`config.mk`:
```
export PLATFORM = sky130hd
export DESIGN_NAME = rsw_top
export DESIGN_NICKNAME = d
export VERILOG_FILES = /design/src/rsw_pkg.sv /design/src/rsw_top.sv
export VERILOG_INCLUDE_DIRS = /design/src /design/src/src
export SDC_FILE = /design/constraint.sdc
export NUM_CORES = 1
export LEC_CHECK = 0
export BUFFER_PORTS_ARGS = -buffer_cell sky130_fd_sc_hd__buf_4
export CORE_MARGIN = 1
export CORE_UTILIZATION = 25
export DETAILED_ROUTE_END_ITERATION = 10
export GPL_TIMING_DRIVEN = 0
export HOLD_SLACK_MARGIN = 0.08
export PLACE_DENSITY = 0.5
export SYNTH_ARGS = -nofsm -noshare
export SYNTH_HDL_FRONTEND = slang
export SYNTH_SLANG_ARGS = --single-unit
```
`constraint.sdc`:
```
create_clock -name clk_i -period 4.4 [get_ports clk_i]
set_clock_uncertainty 0.2 [all_clocks]
set_input_delay 0.66 -clock clk_i [delete_from_list [all_inputs] [get_ports clk_i]]
set_output_delay 0.66 -clock clk_i [all_outputs]
set_load 0.02 [all_outputs]
```
`src/rsw_params.svh`:
```
// Purpose: Constants for the reset-source and watchdog block.
// Assumes: 125 MHz system clock, APB register access.
// Notes:   Offsets are byte addresses on the APB.
`ifndef RSW_PARAMS_SVH
`define RSW_PARAMS_SVH

// ************************************************************
// Register map
// ************************************************************
`define RSW_ADDR_W          12
`define RSW_OFS_FLAGS       12'h000
`define RSW_OFS_WDCTRL      12'h004
`define RSW_OFS_STATUS      12'h008

// ************************************************************
// Reset cause flag positions
// ************************************************************
`define RSW_FLAG_W          5
`define RSW_FLAG_POR        0
`define RSW_FLAG_PIN        1
`define RSW_FLAG_BOD        2
`define RSW_FLAG_WD         3
`define RSW_FLAG_JTAG       4
`define RSW_FLAGS_RST       5'h01

// ************************************************************
// Watchdog control fields
// ************************************************************
`define RSW_WD_TOE          4
`define RSW_WD_WDE          3
`define RSW_WD_WDP_HI       2
`define RSW_WD_WDP_LO       0
`define RSW_WD_CNT_W        21
`define RSW_WD_BASE_LOG2    5'h0E
`define RSW_TOE_CYC         3'h4

// ************************************************************
// Timing
// ************************************************************
`define RSW_CLK_MHZ         125
`define RSW_T_PIN_MIN_NS    1500
`define RSW_T_BOD_MIN_NS    2000
`define RSW_PIN_MIN_CYC     ((`RSW_T_PIN_MIN_NS * `RSW_CLK_MHZ + 999) / 1000)
`define RSW_BOD_MIN_CYC     ((`RSW_T_BOD_MIN_NS * `RSW_CLK_MHZ + 999) / 1000)
`define RSW_FILT_W          8
`define RSW_STARTUP_UNIT    512
`define RSW_DLY_W           32

// ************************************************************
// Input synchroniser lanes
// ************************************************************
`define RSW_SYNC_W          10
`define RSW_SY_PIN_B        0
`define RSW_SY_BOD_LO       1
`define RSW_SY_BOD_HI       2
`define RSW_SY_BOD_EN       3
`define RSW_SY_BOD_LVL      4
`define RSW_SY_JTAG         5
`define RSW_SY_OSC          6
`define RSW_SY_SEL_LO       7
`define RSW_SY_SEL_HI       9
`define RSW_SYNC_RST        10'h001

`endif

```
`src/rsw_pkg.sv`:
```
// Purpose: Types for the reset-source and watchdog block.
// Assumes: rsw_params.svh holds the field widths, except the 3-bit and 32-bit ones.
// Notes:   Whole block state is one packed struct.
`include "rsw_params.svh"

package rsw_pkg;

  typedef enum logic [2:0] {
    RSW_HOLD  = 3'b001,
    RSW_DELAY = 3'b010,
    RSW_RUN   = 3'b100
  } rsw_state_t;

  typedef struct packed {
    logic [`RSW_SYNC_W-1:0] sy1;
    logic [`RSW_SYNC_W-1:0] sy2;
    logic                   osc_prev;
    rsw_state_t             st;
    logic                   core_rst_b;
    logic [`RSW_DLY_W-1:0]  dly_cnt;
    logic [`RSW_FILT_W-1:0] pin_cnt;
    logic                   pin_act;
    logic [`RSW_FILT_W-1:0] bod_cnt;
    logic                   bod_act;
    logic [`RSW_WD_CNT_W-1:0] wd_cnt;
    logic                   wd_pulse;
    logic                   watchdog_enable;
    logic                   toe;
    logic [2:0]             toe_cnt;
    logic [2:0]             wdp;
    logic [`RSW_FLAG_W-1:0] flags;
    logic                   bandgap;
    logic                   pready;
    logic                   pslverr;
    logic [31:0]            prdata;
  } rsw_regs_t;

endpackage : rsw_pkg

```
`src/rsw_top.sv`:
```
// Purpose: Reset sources, start-up delay, reset cause flags and watchdog.
// Assumes: rst_b_i is the power-on detector output (low = supply below level).
// Notes:   Analog comparators and the watchdog oscillator arrive as pins.
//
// What this block does
// - After power-on release, run start-up delay, hold core reset until it ends.
// - Supply below power-on level reasserts core reset at once, no delay.
// - Pin low longer than minimum width resets; shorter pulses may be ignored.
// - Pin back high starts delay; core leaves reset after time-out.
// - Trip-level fuse picks low level unprogrammed, high level programmed.
// - Enabled brownout resets immediately; release only after delay time-out.
// - Brownout ignored unless supply stays low longer than minimum period.
// - Watchdog time-out makes a one-cycle reset pulse; its end starts delay.
// - JTAG flag set by JTAG reset register; cleared by power-on or write zero.
// - Watchdog, brownout, pin flags set by their reset; cleared likewise.
// - Power-on flag set at power-on; only a software zero write clears it.
// - Bandgap on when brownout enabled, comparator bandgap select, or converter on.
// - Watchdog counts ticks of its own 1 MHz oscillator.
// - Watchdog counter cleared by kick, while disabled, and on chip reset.
// - Period elapsing without kick while enabled resets the chip.
// - Watchdog control bits 7 to 5 read zero.
// - Turn-off enable bit clears itself four clocks after being written one.
// - Enable written one enables; zero only acts while turn-off enable is one.
// - Disable: write both bits one, then enable zero within four clocks.
// - Period select: 16384 oscillator cycles for 000, doubling up to 111.
// - Start-up time-out length comes from the start-up delay select fuses.
// - Reset asserts immediately on any active source, without clock; here only power-on does, other sources are synchronised and clocked.
//
// The APB register port and the register offsets were left to the implementer.
`timescale 1ns/1ps

module rsw_top
  import rsw_pkg::*;
#(
  parameter int unsigned STARTUP_UNIT_CYC = `RSW_STARTUP_UNIT
)
(
  input  wire logic                   clk_i,
  input  wire logic                   rst_b_i,
  input  wire logic                   reset_pin_b_i,
  input  wire logic                   bod_below_low_i,
  input  wire logic                   bod_below_high_i,
  input  wire logic                   brownout_enable_fuse_i,
  input  wire logic                   brownout_trip_level_fuse_i,
  input  wire logic                   jtag_reset_instruction_i,
  input  wire logic                   wdt_osc_i,
  input  wire logic [2:0]             startup_delay_select_i,
  input  wire logic                   comparator_bandgap_select_i,
  input  wire logic                   adc_enable_i,
  input  wire logic                   wdt_kick_i,
  input  wire logic                   psel,
  input  wire logic                   penable,
  input  wire logic                   pwrite,
  input  wire logic [`RSW_ADDR_W-1:0] paddr,
  input  wire logic [31:0]            pwdata,
  output logic [31:0]                 prdata,
  output logic                        pready,
  output logic                        pslverr,
  output logic                        core_reset_b_o,
  output logic                        bandgap_on_o
);

  rsw_regs_t q_r;
  rsw_regs_t q_nxt;

  // ************************************************************
  // Register reset image
  // ************************************************************
  localparam rsw_regs_t RSW_RST = '{
    sy1:        `RSW_SYNC_RST,
    sy2:        `RSW_SYNC_RST,
    osc_prev:   1'b0,
    st:         RSW_DELAY,
    core_rst_b: 1'b0,
    dly_cnt:    '0,
    pin_cnt:    '0,
    pin_act:    1'b0,
    bod_cnt:    '0,
    bod_act:    1'b0,
    wd_cnt:     '0,
    wd_pulse:   1'b0,
    watchdog_enable:        1'b0,
    toe:        1'b0,
    toe_cnt:    3'h0,
    wdp:        3'h0,
    flags:      `RSW_FLAGS_RST,
    bandgap:    1'b0,
    pready:     1'b0,
    pslverr:    1'b0,
    prdata:     32'h0000_0000
  };

  logic [`RSW_SYNC_W-1:0] raw_in;
  assign raw_in = {startup_delay_select_i, wdt_osc_i, jtag_reset_instruction_i,
                   brownout_trip_level_fuse_i, brownout_enable_fuse_i,
                   bod_below_high_i, bod_below_low_i, reset_pin_b_i};

  logic                   bod_below;
  logic                   osc_tick;
  logic                   wd_expire;
  logic                   any_src;
  logic [`RSW_DLY_W-1:0]  dly_last;
  logic [`RSW_WD_CNT_W-1:0] wd_last;
  logic                   acc;
  logic                   wr;
  logic [`RSW_ADDR_W-1:0] a;
  logic [31:0]            rd;
  logic                   hit;

  always_comb
  begin
    q_nxt = q_r;

    // ************************************************************
    // Input synchronisers
    // ************************************************************
    q_nxt.sy1 = raw_in;
    q_nxt.sy2 = q_r.sy1;
    q_nxt.osc_prev = q_r.sy2[`RSW_SY_OSC];
    osc_tick = q_r.sy2[`RSW_SY_OSC] & ~q_r.osc_prev;

    // ************************************************************
    // Pin and brownout filters
    // ************************************************************
    if (!q_r.sy2[`RSW_SY_PIN_B])
    begin
      if (q_r.pin_cnt != `RSW_FILT_W'(`RSW_PIN_MIN_CYC))
        q_nxt.pin_cnt = q_r.pin_cnt + `RSW_FILT_W'(1);
      else
        q_nxt.pin_act = 1'b1;
    end
    else
    begin
      q_nxt.pin_cnt = '0;
      q_nxt.pin_act = 1'b0;
    end

    bod_below = q_r.sy2[`RSW_SY_BOD_LVL] ? q_r.sy2[`RSW_SY_BOD_HI]
                                         : q_r.sy2[`RSW_SY_BOD_LO];
    if (q_r.sy2[`RSW_SY_BOD_EN] && bod_below)
    begin
      if (q_r.bod_cnt != `RSW_FILT_W'(`RSW_BOD_MIN_CYC))
        q_nxt.bod_cnt = q_r.bod_cnt + `RSW_FILT_W'(1);
      else
        q_nxt.bod_act = 1'b1;
    end
    else
    begin
      q_nxt.bod_cnt = '0;
      q_nxt.bod_act = 1'b0;
    end

    // ************************************************************
    // Watchdog counter
    // ************************************************************
    wd_last = `RSW_WD_CNT_W'((22'h1 << (`RSW_WD_BASE_LOG2 + {2'b00, q_r.wdp})) - 22'h1);
    wd_expire = q_r.watchdog_enable && osc_tick && (q_r.wd_cnt == wd_last);
    q_nxt.wd_pulse = wd_expire;
    if (!q_r.core_rst_b || !q_r.watchdog_enable || wdt_kick_i || wd_expire)
      q_nxt.wd_cnt = '0;
    else if (osc_tick)
      q_nxt.wd_cnt = q_r.wd_cnt + `RSW_WD_CNT_W'(1);

    // ************************************************************
    // Reset sequencing
    // ************************************************************
    any_src = q_r.pin_act | q_r.bod_act | q_r.wd_pulse | q_r.sy2[`RSW_SY_JTAG];
    dly_last = `RSW_DLY_W'(STARTUP_UNIT_CYC) << q_r.sy2[`RSW_SY_SEL_HI:`RSW_SY_SEL_LO];
    case (q_r.st)
      RSW_HOLD:
      begin
        q_nxt.dly_cnt = '0;
        if (!any_src)
          q_nxt.st = RSW_DELAY;
      end
      RSW_DELAY:
      begin
        if (any_src)
          q_nxt.st = RSW_HOLD;
        else if (q_r.dly_cnt == dly_last - `RSW_DLY_W'(1))
          q_nxt.st = RSW_RUN;
        else
          q_nxt.dly_cnt = q_r.dly_cnt + `RSW_DLY_W'(1);
      end
      RSW_RUN:
      begin
        q_nxt.dly_cnt = '0;
        if (any_src)
          q_nxt.st = RSW_HOLD;
      end
      default:
      begin
        q_nxt.st = RSW_HOLD;
      end
    endcase
    q_nxt.core_rst_b = (q_nxt.st == RSW_RUN);

    // ************************************************************
    // APB slave, no wait states
    // ************************************************************
    acc = psel & penable & q_r.pready;
    wr = acc & pwrite;
    a = paddr;
    hit = (a == `RSW_OFS_FLAGS) || (a == `RSW_OFS_WDCTRL) || (a == `RSW_OFS_STATUS);
    rd = 32'h0000_0000;
    case (a)
      `RSW_OFS_FLAGS:  rd[`RSW_FLAG_W-1:0] = q_r.flags;
      `RSW_OFS_WDCTRL: rd[7:0] = {3'b000, q_r.toe, q_r.watchdog_enable, q_r.wdp};
      `RSW_OFS_STATUS: rd[2:0] = {q_r.bandgap, q_r.core_rst_b, q_r.wd_pulse};
      default:         rd = 32'h0000_0000;
    endcase
    q_nxt.pready = psel & ~penable;
    if (psel && !penable)
    begin
      q_nxt.prdata = pwrite ? 32'h0000_0000 : rd;
      q_nxt.pslverr = ~hit;
    end

    // ************************************************************
    // Watchdog control register
    // ************************************************************
    if (q_r.toe)
    begin
      if (q_r.toe_cnt == 3'h1)
        q_nxt.toe = 1'b0;
      q_nxt.toe_cnt = q_r.toe_cnt - 3'h1;
    end
    if (wr && a == `RSW_OFS_WDCTRL)
    begin
      q_nxt.wdp = pwdata[`RSW_WD_WDP_HI:`RSW_WD_WDP_LO];
      // Zero only sticks inside the turn-off window
      q_nxt.watchdog_enable = pwdata[`RSW_WD_WDE] | (q_r.watchdog_enable & ~q_r.toe);
      if (pwdata[`RSW_WD_TOE])
      begin
        q_nxt.toe = 1'b1;
        q_nxt.toe_cnt = `RSW_TOE_CYC;
      end
    end
    if (!q_r.core_rst_b)
    begin
      q_nxt.watchdog_enable = 1'b0;
      q_nxt.toe = 1'b0;
      q_nxt.toe_cnt = 3'h0;
      q_nxt.wdp = 3'h0;
    end

    // ************************************************************
    // Reset cause flags, set wins over clear
    // ************************************************************
    if (wr && a == `RSW_OFS_FLAGS)
      q_nxt.flags = q_r.flags & pwdata[`RSW_FLAG_W-1:0];
    if (q_r.sy2[`RSW_SY_JTAG])
      q_nxt.flags[`RSW_FLAG_JTAG] = 1'b1;
    if (q_r.wd_pulse)
      q_nxt.flags[`RSW_FLAG_WD] = 1'b1;
    if (q_r.bod_act)
      q_nxt.flags[`RSW_FLAG_BOD] = 1'b1;
    if (q_r.pin_act)
      q_nxt.flags[`RSW_FLAG_PIN] = 1'b1;

    // ************************************************************
    // Bandgap enable
    // ************************************************************
    q_nxt.bandgap = q_r.sy2[`RSW_SY_BOD_EN] | comparator_bandgap_select_i
                    | adc_enable_i;
  end

  // Power-on sets the power-on flag, the pin synchroniser lanes and the DELAY state, and clears the rest
  always_ff @(posedge clk_i or negedge rst_b_i)
  begin
    if (!rst_b_i)
      q_r <= RSW_RST;
    else
      q_r <= q_nxt;
  end

  assign prdata = q_r.prdata;
  assign pready = q_r.pready;
  assign pslverr = q_r.pslverr;
  assign core_reset_b_o = q_r.core_rst_b;
  assign bandgap_on_o = q_r.bandgap;

endmodule : rsw_top
```
Word level (Yosys, flattened, before mapping)
Index checks and enable logic that the tools add are counted.
{"block": "word_totals", "reg_bits": 145, "in_bits": 62, "output_inout_bits": 36}
{"block": "op_classes", "n_addsub": 8, "eq_ne": 17, "shift": 2, "muxes": 30, "n_bitwise": 17, "n_reduce_logical": 24}
{"op": "32-bit 2-to-1 mux", "count": 2}
{"op": "32-bit one-hot mux with 2 select lines", "count": 1}
{"op": "21-bit 2-to-1 mux", "count": 2}
{"op": "32-bit by 1-bit adder with 32-bit output, second input constant", "count": 1}
{"op": "32-bit equality test", "count": 1}
{"op": "8-bit 2-to-1 mux", "count": 4}
{"op": "10-bit by 3-bit left shift with 32-bit output, first input constant", "count": 1}
{"op": "32-bit by 1-bit subtractor with 32-bit output, second input constant", "count": 1}
{"op": "21-bit by 1-bit adder with 21-bit output, second input constant", "count": 1}
{"op": "21-bit equality test", "count": 1}
{"op": "1-bit by 5-bit left shift with 21-bit output, first input constant", "count": 1}
{"op": "21-bit by 1-bit subtractor with 21-bit output, second input constant", "count": 1}
{"op": "9-bit 2-to-1 mux", "count": 2}
{"op": "3-bit one-hot mux with 3 select lines", "count": 2}
{"op": "8-bit by 1-bit adder with 8-bit output, second input constant", "count": 2}
{"op": "8-bit inequality test, second input constant", "count": 2}
{"op": "2-bit nonzero test", "count": 7}
{"op": "12-bit by 3-bit equality test with 1-bit output, second input constant", "count": 1}
{"op": "12-bit by 4-bit equality test with 1-bit output, second input constant", "count": 1}
{"op": "12-bit zero test", "count": 1}
{"op": "3-bit 2-to-1 mux", "count": 4}
{"op": "5-bit 2-to-1 mux", "count": 2}
{"op": "1-bit 2-to-1 mux", "count": 8}
{"op": "4-bit 2-to-1 mux", "count": 2}
{"op": "other kinds (17)", "count": 47}

Depth between registers and ports, before layout
{"block": "logic_depth", "depth_word": 7, "depth_mapped": 10, "mapped_depth_nobuf": 8}

Worst setup path after synthesis
No wires, ideal clock.
{"block": "synth_path", "kind": "input-to-reg", "startpoint": "input paddr[9]", "endpoint": "register q_r[47] in the netlist's numbering", "setup_time_ns": 0.123, "t_arrival_ns": 2.259, "required_time_ns": 4.077, "slack_ns": 1.818, "stages": 7, "path_cell_list": "or4_1 -> nor4_2 -> and2_1 -> buf_2 -> nand2_1 -> a22oi_1 -> nor2b_1"}
{"block": "synth_via", "elab_chain_cells": 3}
{"item": "start: declaration", "line_no": "rsw_top.sv:54", "source": "input wire logic [`RSW_ADDR_W-1:0] paddr,"}
{"item": "12-bit by 3-bit equality test with 1-bit output"}
{"item": "1-bit logical AND (no line)"}
{"item": "2-bit by 1-bit inequality test with 1-bit output (no line)"}
{"item": "end signal: assignment", "line_no": "rsw_top.sv:274", "source": "q_r <= q_nxt;"}
{"item": "end: declaration", "line_no": "rsw_top.sv:63", "source": "rsw_regs_t q_r;"}
Every way passes these cells.
A chain may end at the register's enable or synchronous reset.

Worst setup path after layout
{"block": "layout_path", "startpoint": "register q_r[70] in the netlist's numbering", "endpoint": "register q_r[103] in the netlist's numbering"}
{"block": "layout_via", "elab_chain_cells": 5}
{"item": "1-bit bitwise OR (3 in series)", "line_no": "rsw_top.sv:167", "source": "any_src = q_r.pin_act | q_r.bod_act | q_r.wd_pulse | q_r.sy2[`RSW_SY_JTAG];"}
{"item": "2-bit inequality test (no line)"}
{"item": "3-bit AND reduction (no line)"}
Every way passes these cells.

==> flow_metrics.py <==
metrics = {
    "worst_setup_path": {
        "critical_path_buf_inv_count": 0,
        "worstPathArrival_ns": 3.00,
        "worstSetupPathType": "reg -> reg",
        "crit_required_ns": 4.54,
        "ff2ff_setup_slack_ns": 1.54,
        "r2r_start": "q_r[70]$_DFFE_PN0P_",
        "timing.rr.end": "q_r[103]$_DFFE_PN0P_",
        "crit_path_start_kind": "flip-flop",
        "slowest_delay_ns": 0.71,
        "crit_cells": 6,
        "r2r_cells": 6,
        "endpoint_kind": "flip-flop",
        "path_cells": "nor4_1, nand2_1, nor3_1, nand3_1, or3_1, a21oi_1",
        "crit_slowest_cell": "nor3_1",
        "critical-path-top-delay-family": "simple AND/OR/NAND/NOR gates",
        "cp_max_fo": 7,
    },
    "sta": {
        "timing.final.ws_setup_ns": 1.54,
        "slew_violations": 0,
        "relSlewSlack_pct": 33.9,
        "worst_slew_pin_slew_ns": 0.983,
        "setup_violations": 0,
        "rsz0062_at_grt": "false",
        "fmax_mhz": 349,
        "hold_viol": 0,
        "setup-tns-final_ns": 0,
        "period_needed_ns": 2.86,
        "min_period_over_period_pct": 65.1,
        "hold_slack_ns": 0.142,
    },
    "layout": {
        "layout.nets": 770,
        "nFillCells": 2430,
        "diodes": 0,
        "layout_commonest_cell": "dfrtp_1",
        "area_growth_pct": 24.4,
        "final_cell_mix": "dfrtp_1 (114), buf_4 (75), nor2_1 (64), nand2_1 (52), xor2_1 (40)",
        "layout-drive-gt1-share_pct": 19.6,
        "fin_area_um2": 7440,
    },
    "global_routing": {
        "grt_max_degree": 76,
        "overflow": 0,
        "grt_pass1_wl_um": 21200,
        "grt_use_total_pct": 11.2,
        "antenna_found_initial": 0,
        "grt_pass1_vias": 4241,
    },
    "die": {
        "die-area_um2": 24600,
        "fp.dieH_um": 157,
        "die_w_um": 157,
        "rows": 56,
        "core_area_um2": 23500,
        "pin_count": 98,
        "start_util_pct": 25.5,
    },
    "synthesis": {
        "synth_area_um2": 5980,
        "ys_async_sr_fraction_pct": 100,
        "postSynthAreaPerCell_um2": 9.88,
        "synth-edff-count": 0,
        "synthDistinctLibCells": 59,
        "yosys_warnings": 0,
        "synth_seq_area_share_pct": 49.4,
        "syn_inst": 606,
        "ys.flop_type": "dfrtp_1",
        "ys_ff_latch": 118,
    },
    "drt": {
        "num_vias": 4437,
        "drc": 0,
        "avgViaCountPerCell": 4.32,
        "routed-wl-met3_um": 538,
        "wl_met2_um": 5490,
        "first_pass_iters": 5,
        "drt_iter0_markers": 293,
        "top_layer": "met4",
        "wl_met1_um": 6260,
        "routedWlPerCell_um": 12.2,
        "postRouteWirelength_um": 12500,
        "postRouteAntennaNets": 0,
    },
    "placed_design": {
        "dp_hpwl_um": 8760,
        "post-place-ws_ns": 1.37,
        "placed_area_um2": 6840,
        "port_buffers": 43,
        "place_congestion": 0.757,
    },
    "clocking": {
        "cts_tree": "yes",
        "insertion_delay_ns": 0.42,
        "cts-buffers-inserted": 17,
        "h-tree-depth": 4,
        "cts_num_sinks": 118,
        "clock_tree.buffer_depth": 2,
        "cts_setup_buffers": 0,
        "clockRootBuffer": "clkbuf_16",
        "path_clk_slew_ns": 0.06,
    },
    "power": {
        "powerDensity_nw_per_um2": 360,
        "finalPower_w": 0.00268,
        "p_leak_nw": 3.19,
        "ir_drop_mv": 0.246,
    },
    "run": {
        "maxCapViolations": 0,
    },
    "hold_path": {
        "min_path_type": "in -> reg",
        "hold_path_end": "q_nxt[125]$_DFF_PN1_",
        "hold_depth": 1,
        "min_from": "reset_pin_b_i",
    },
    "run_status": {
        "status": "finished clean",
    },
}
==> final cells by class <==
cell class | instances | area [µm²] | area share (%)
clock inverter | 8 | 95.1 | 1.28
buffer | 55 | 355 | 4.77
timing repair buffer | 45 | 364 | 4.89
clock buffer | 24 | 502 | 6.74
sequential | 118 | 2960 | 39.7
inverter | 15 | 56.3 | 0.757
tap | 319 | 399 | 5.36
multi-input combinational | 444 | 2710 | 36.4
==> cell usage after synthesis, types with 2 or more instances <==
library cell	instances	share of area (%)
buf_6	2	0.38
buf_1	2	0.13
nand2_1	52	3.3
nor3_1	12	1.0
a211oi_1	3	0.38
or3_1	14	1.5
nand3_1	20	1.7
xor2_1	40	5.9
and4_1	7	1.0
dfstp_2	4	1.8
dfrtp_1	114	48
buf_4	33	4.1
a21boi_0	5	0.63
ha_1	12	2.5
nand2b_1	14	1.5
or2_2	2	0.21
a31oi_1	2	0.21
a22oi_1	6	0.75
or4_1	10	1.3
nor2_1	64	4.0
mux2_2	6	1.1
o21ai_0	27	2.3
nand4_1	17	1.8
nor4_1	6	0.63
o31ai_1	10	1.3
nor2b_1	9	0.94
o211ai_1	4	0.50
nor3b_1	3	0.38
a21oi_1	23	1.9
buf_2	7	0.59
xnor2_1	14	2.0
inv_1	15	0.94
and3_1	10	1.0
mux2i_1	3	0.50
clkbuf_1	10	0.63
==> how the worst max path moves through the flow <==
stage / startpoint / to / slack [ns]
2_1_floorplan: paddr[9] / q_r[47]$_DFFE_PN0P_ / 1.82
3_5_place_dp: paddr[9] / q_r[36]$_DFFE_PN0P_ / 1.37
3_3_place_gp: paddr[9] / q_r[39]$_DFFE_PN0P_ / 1.33
5_1_grt: q_r[70]$_DFFE_PN0P_ / q_r[103]$_DFFE_PN0P_ / 1.24
6_report: q_r[70]$_DFFE_PN0P_ / q_r[103]$_DFFE_PN0P_ / 1.54
4_1_cts: q_r[111]$_DFFE_PN0P_ / q_r[103]$_DFFE_PN0P_ / 1.49
==> routing by layer <==
metal  vias up  GRT usage, %
met1      2100          15.0
met4         0          5.32
met2        84          16.5
met3        16          2.99
li1       2237             -
met5         -             0
==> repair_timing <==
item / CTS / global route
endpoints found under the setup margin: 0 / 0
hold buffers: 1 / 0
resized for setup: 0 / 0
endpoints found under the hold margin: 41 / 0
==> through the flow <==
step	instances	util, %
2_1_floorplan	632	-
3_3_place_gp	994	29.0
3_5_place_dp	995	29.1
4_1_cts	1028	31.7
5_1_grt	1028	31.7
6_report	1028	31.7
==> report_power, final <==
| group | total [W] | switching, W | internal (W) |
|---|---|---|---|
| sequential | 0.00112 | 0.0000104 | 0.00111 |
| combinational | 0.000170 | 0.000104 | 0.0000661 |
| clock | 0.00139 | 0.000489 | 0.000903 |
| total | 0.00268 | 0.000603 | 0.00208 |
==> cells by family after synthesis <==
group                    share of synthesized area [%]
multiplexers                                      1.63
XOR/XNOR                                          7.90
adder cells (fa/ha/maj)                           2.51
AND/OR/NAND/NOR                                   22.4
other                                           0.0627
flip-flops                                        49.4
buffers and inverters                             6.88
AO/OA/AOI/OAI                                     9.22
==> state kept, by name, indices dropped and copies added (netlist names) <==
register        cells
core_reset_b_o      1
q_nxt              11
prdata              5
pslverr             1
q_r                98
bandgap_on_o        1
pready              1
(Power assumes the default switching activity.)
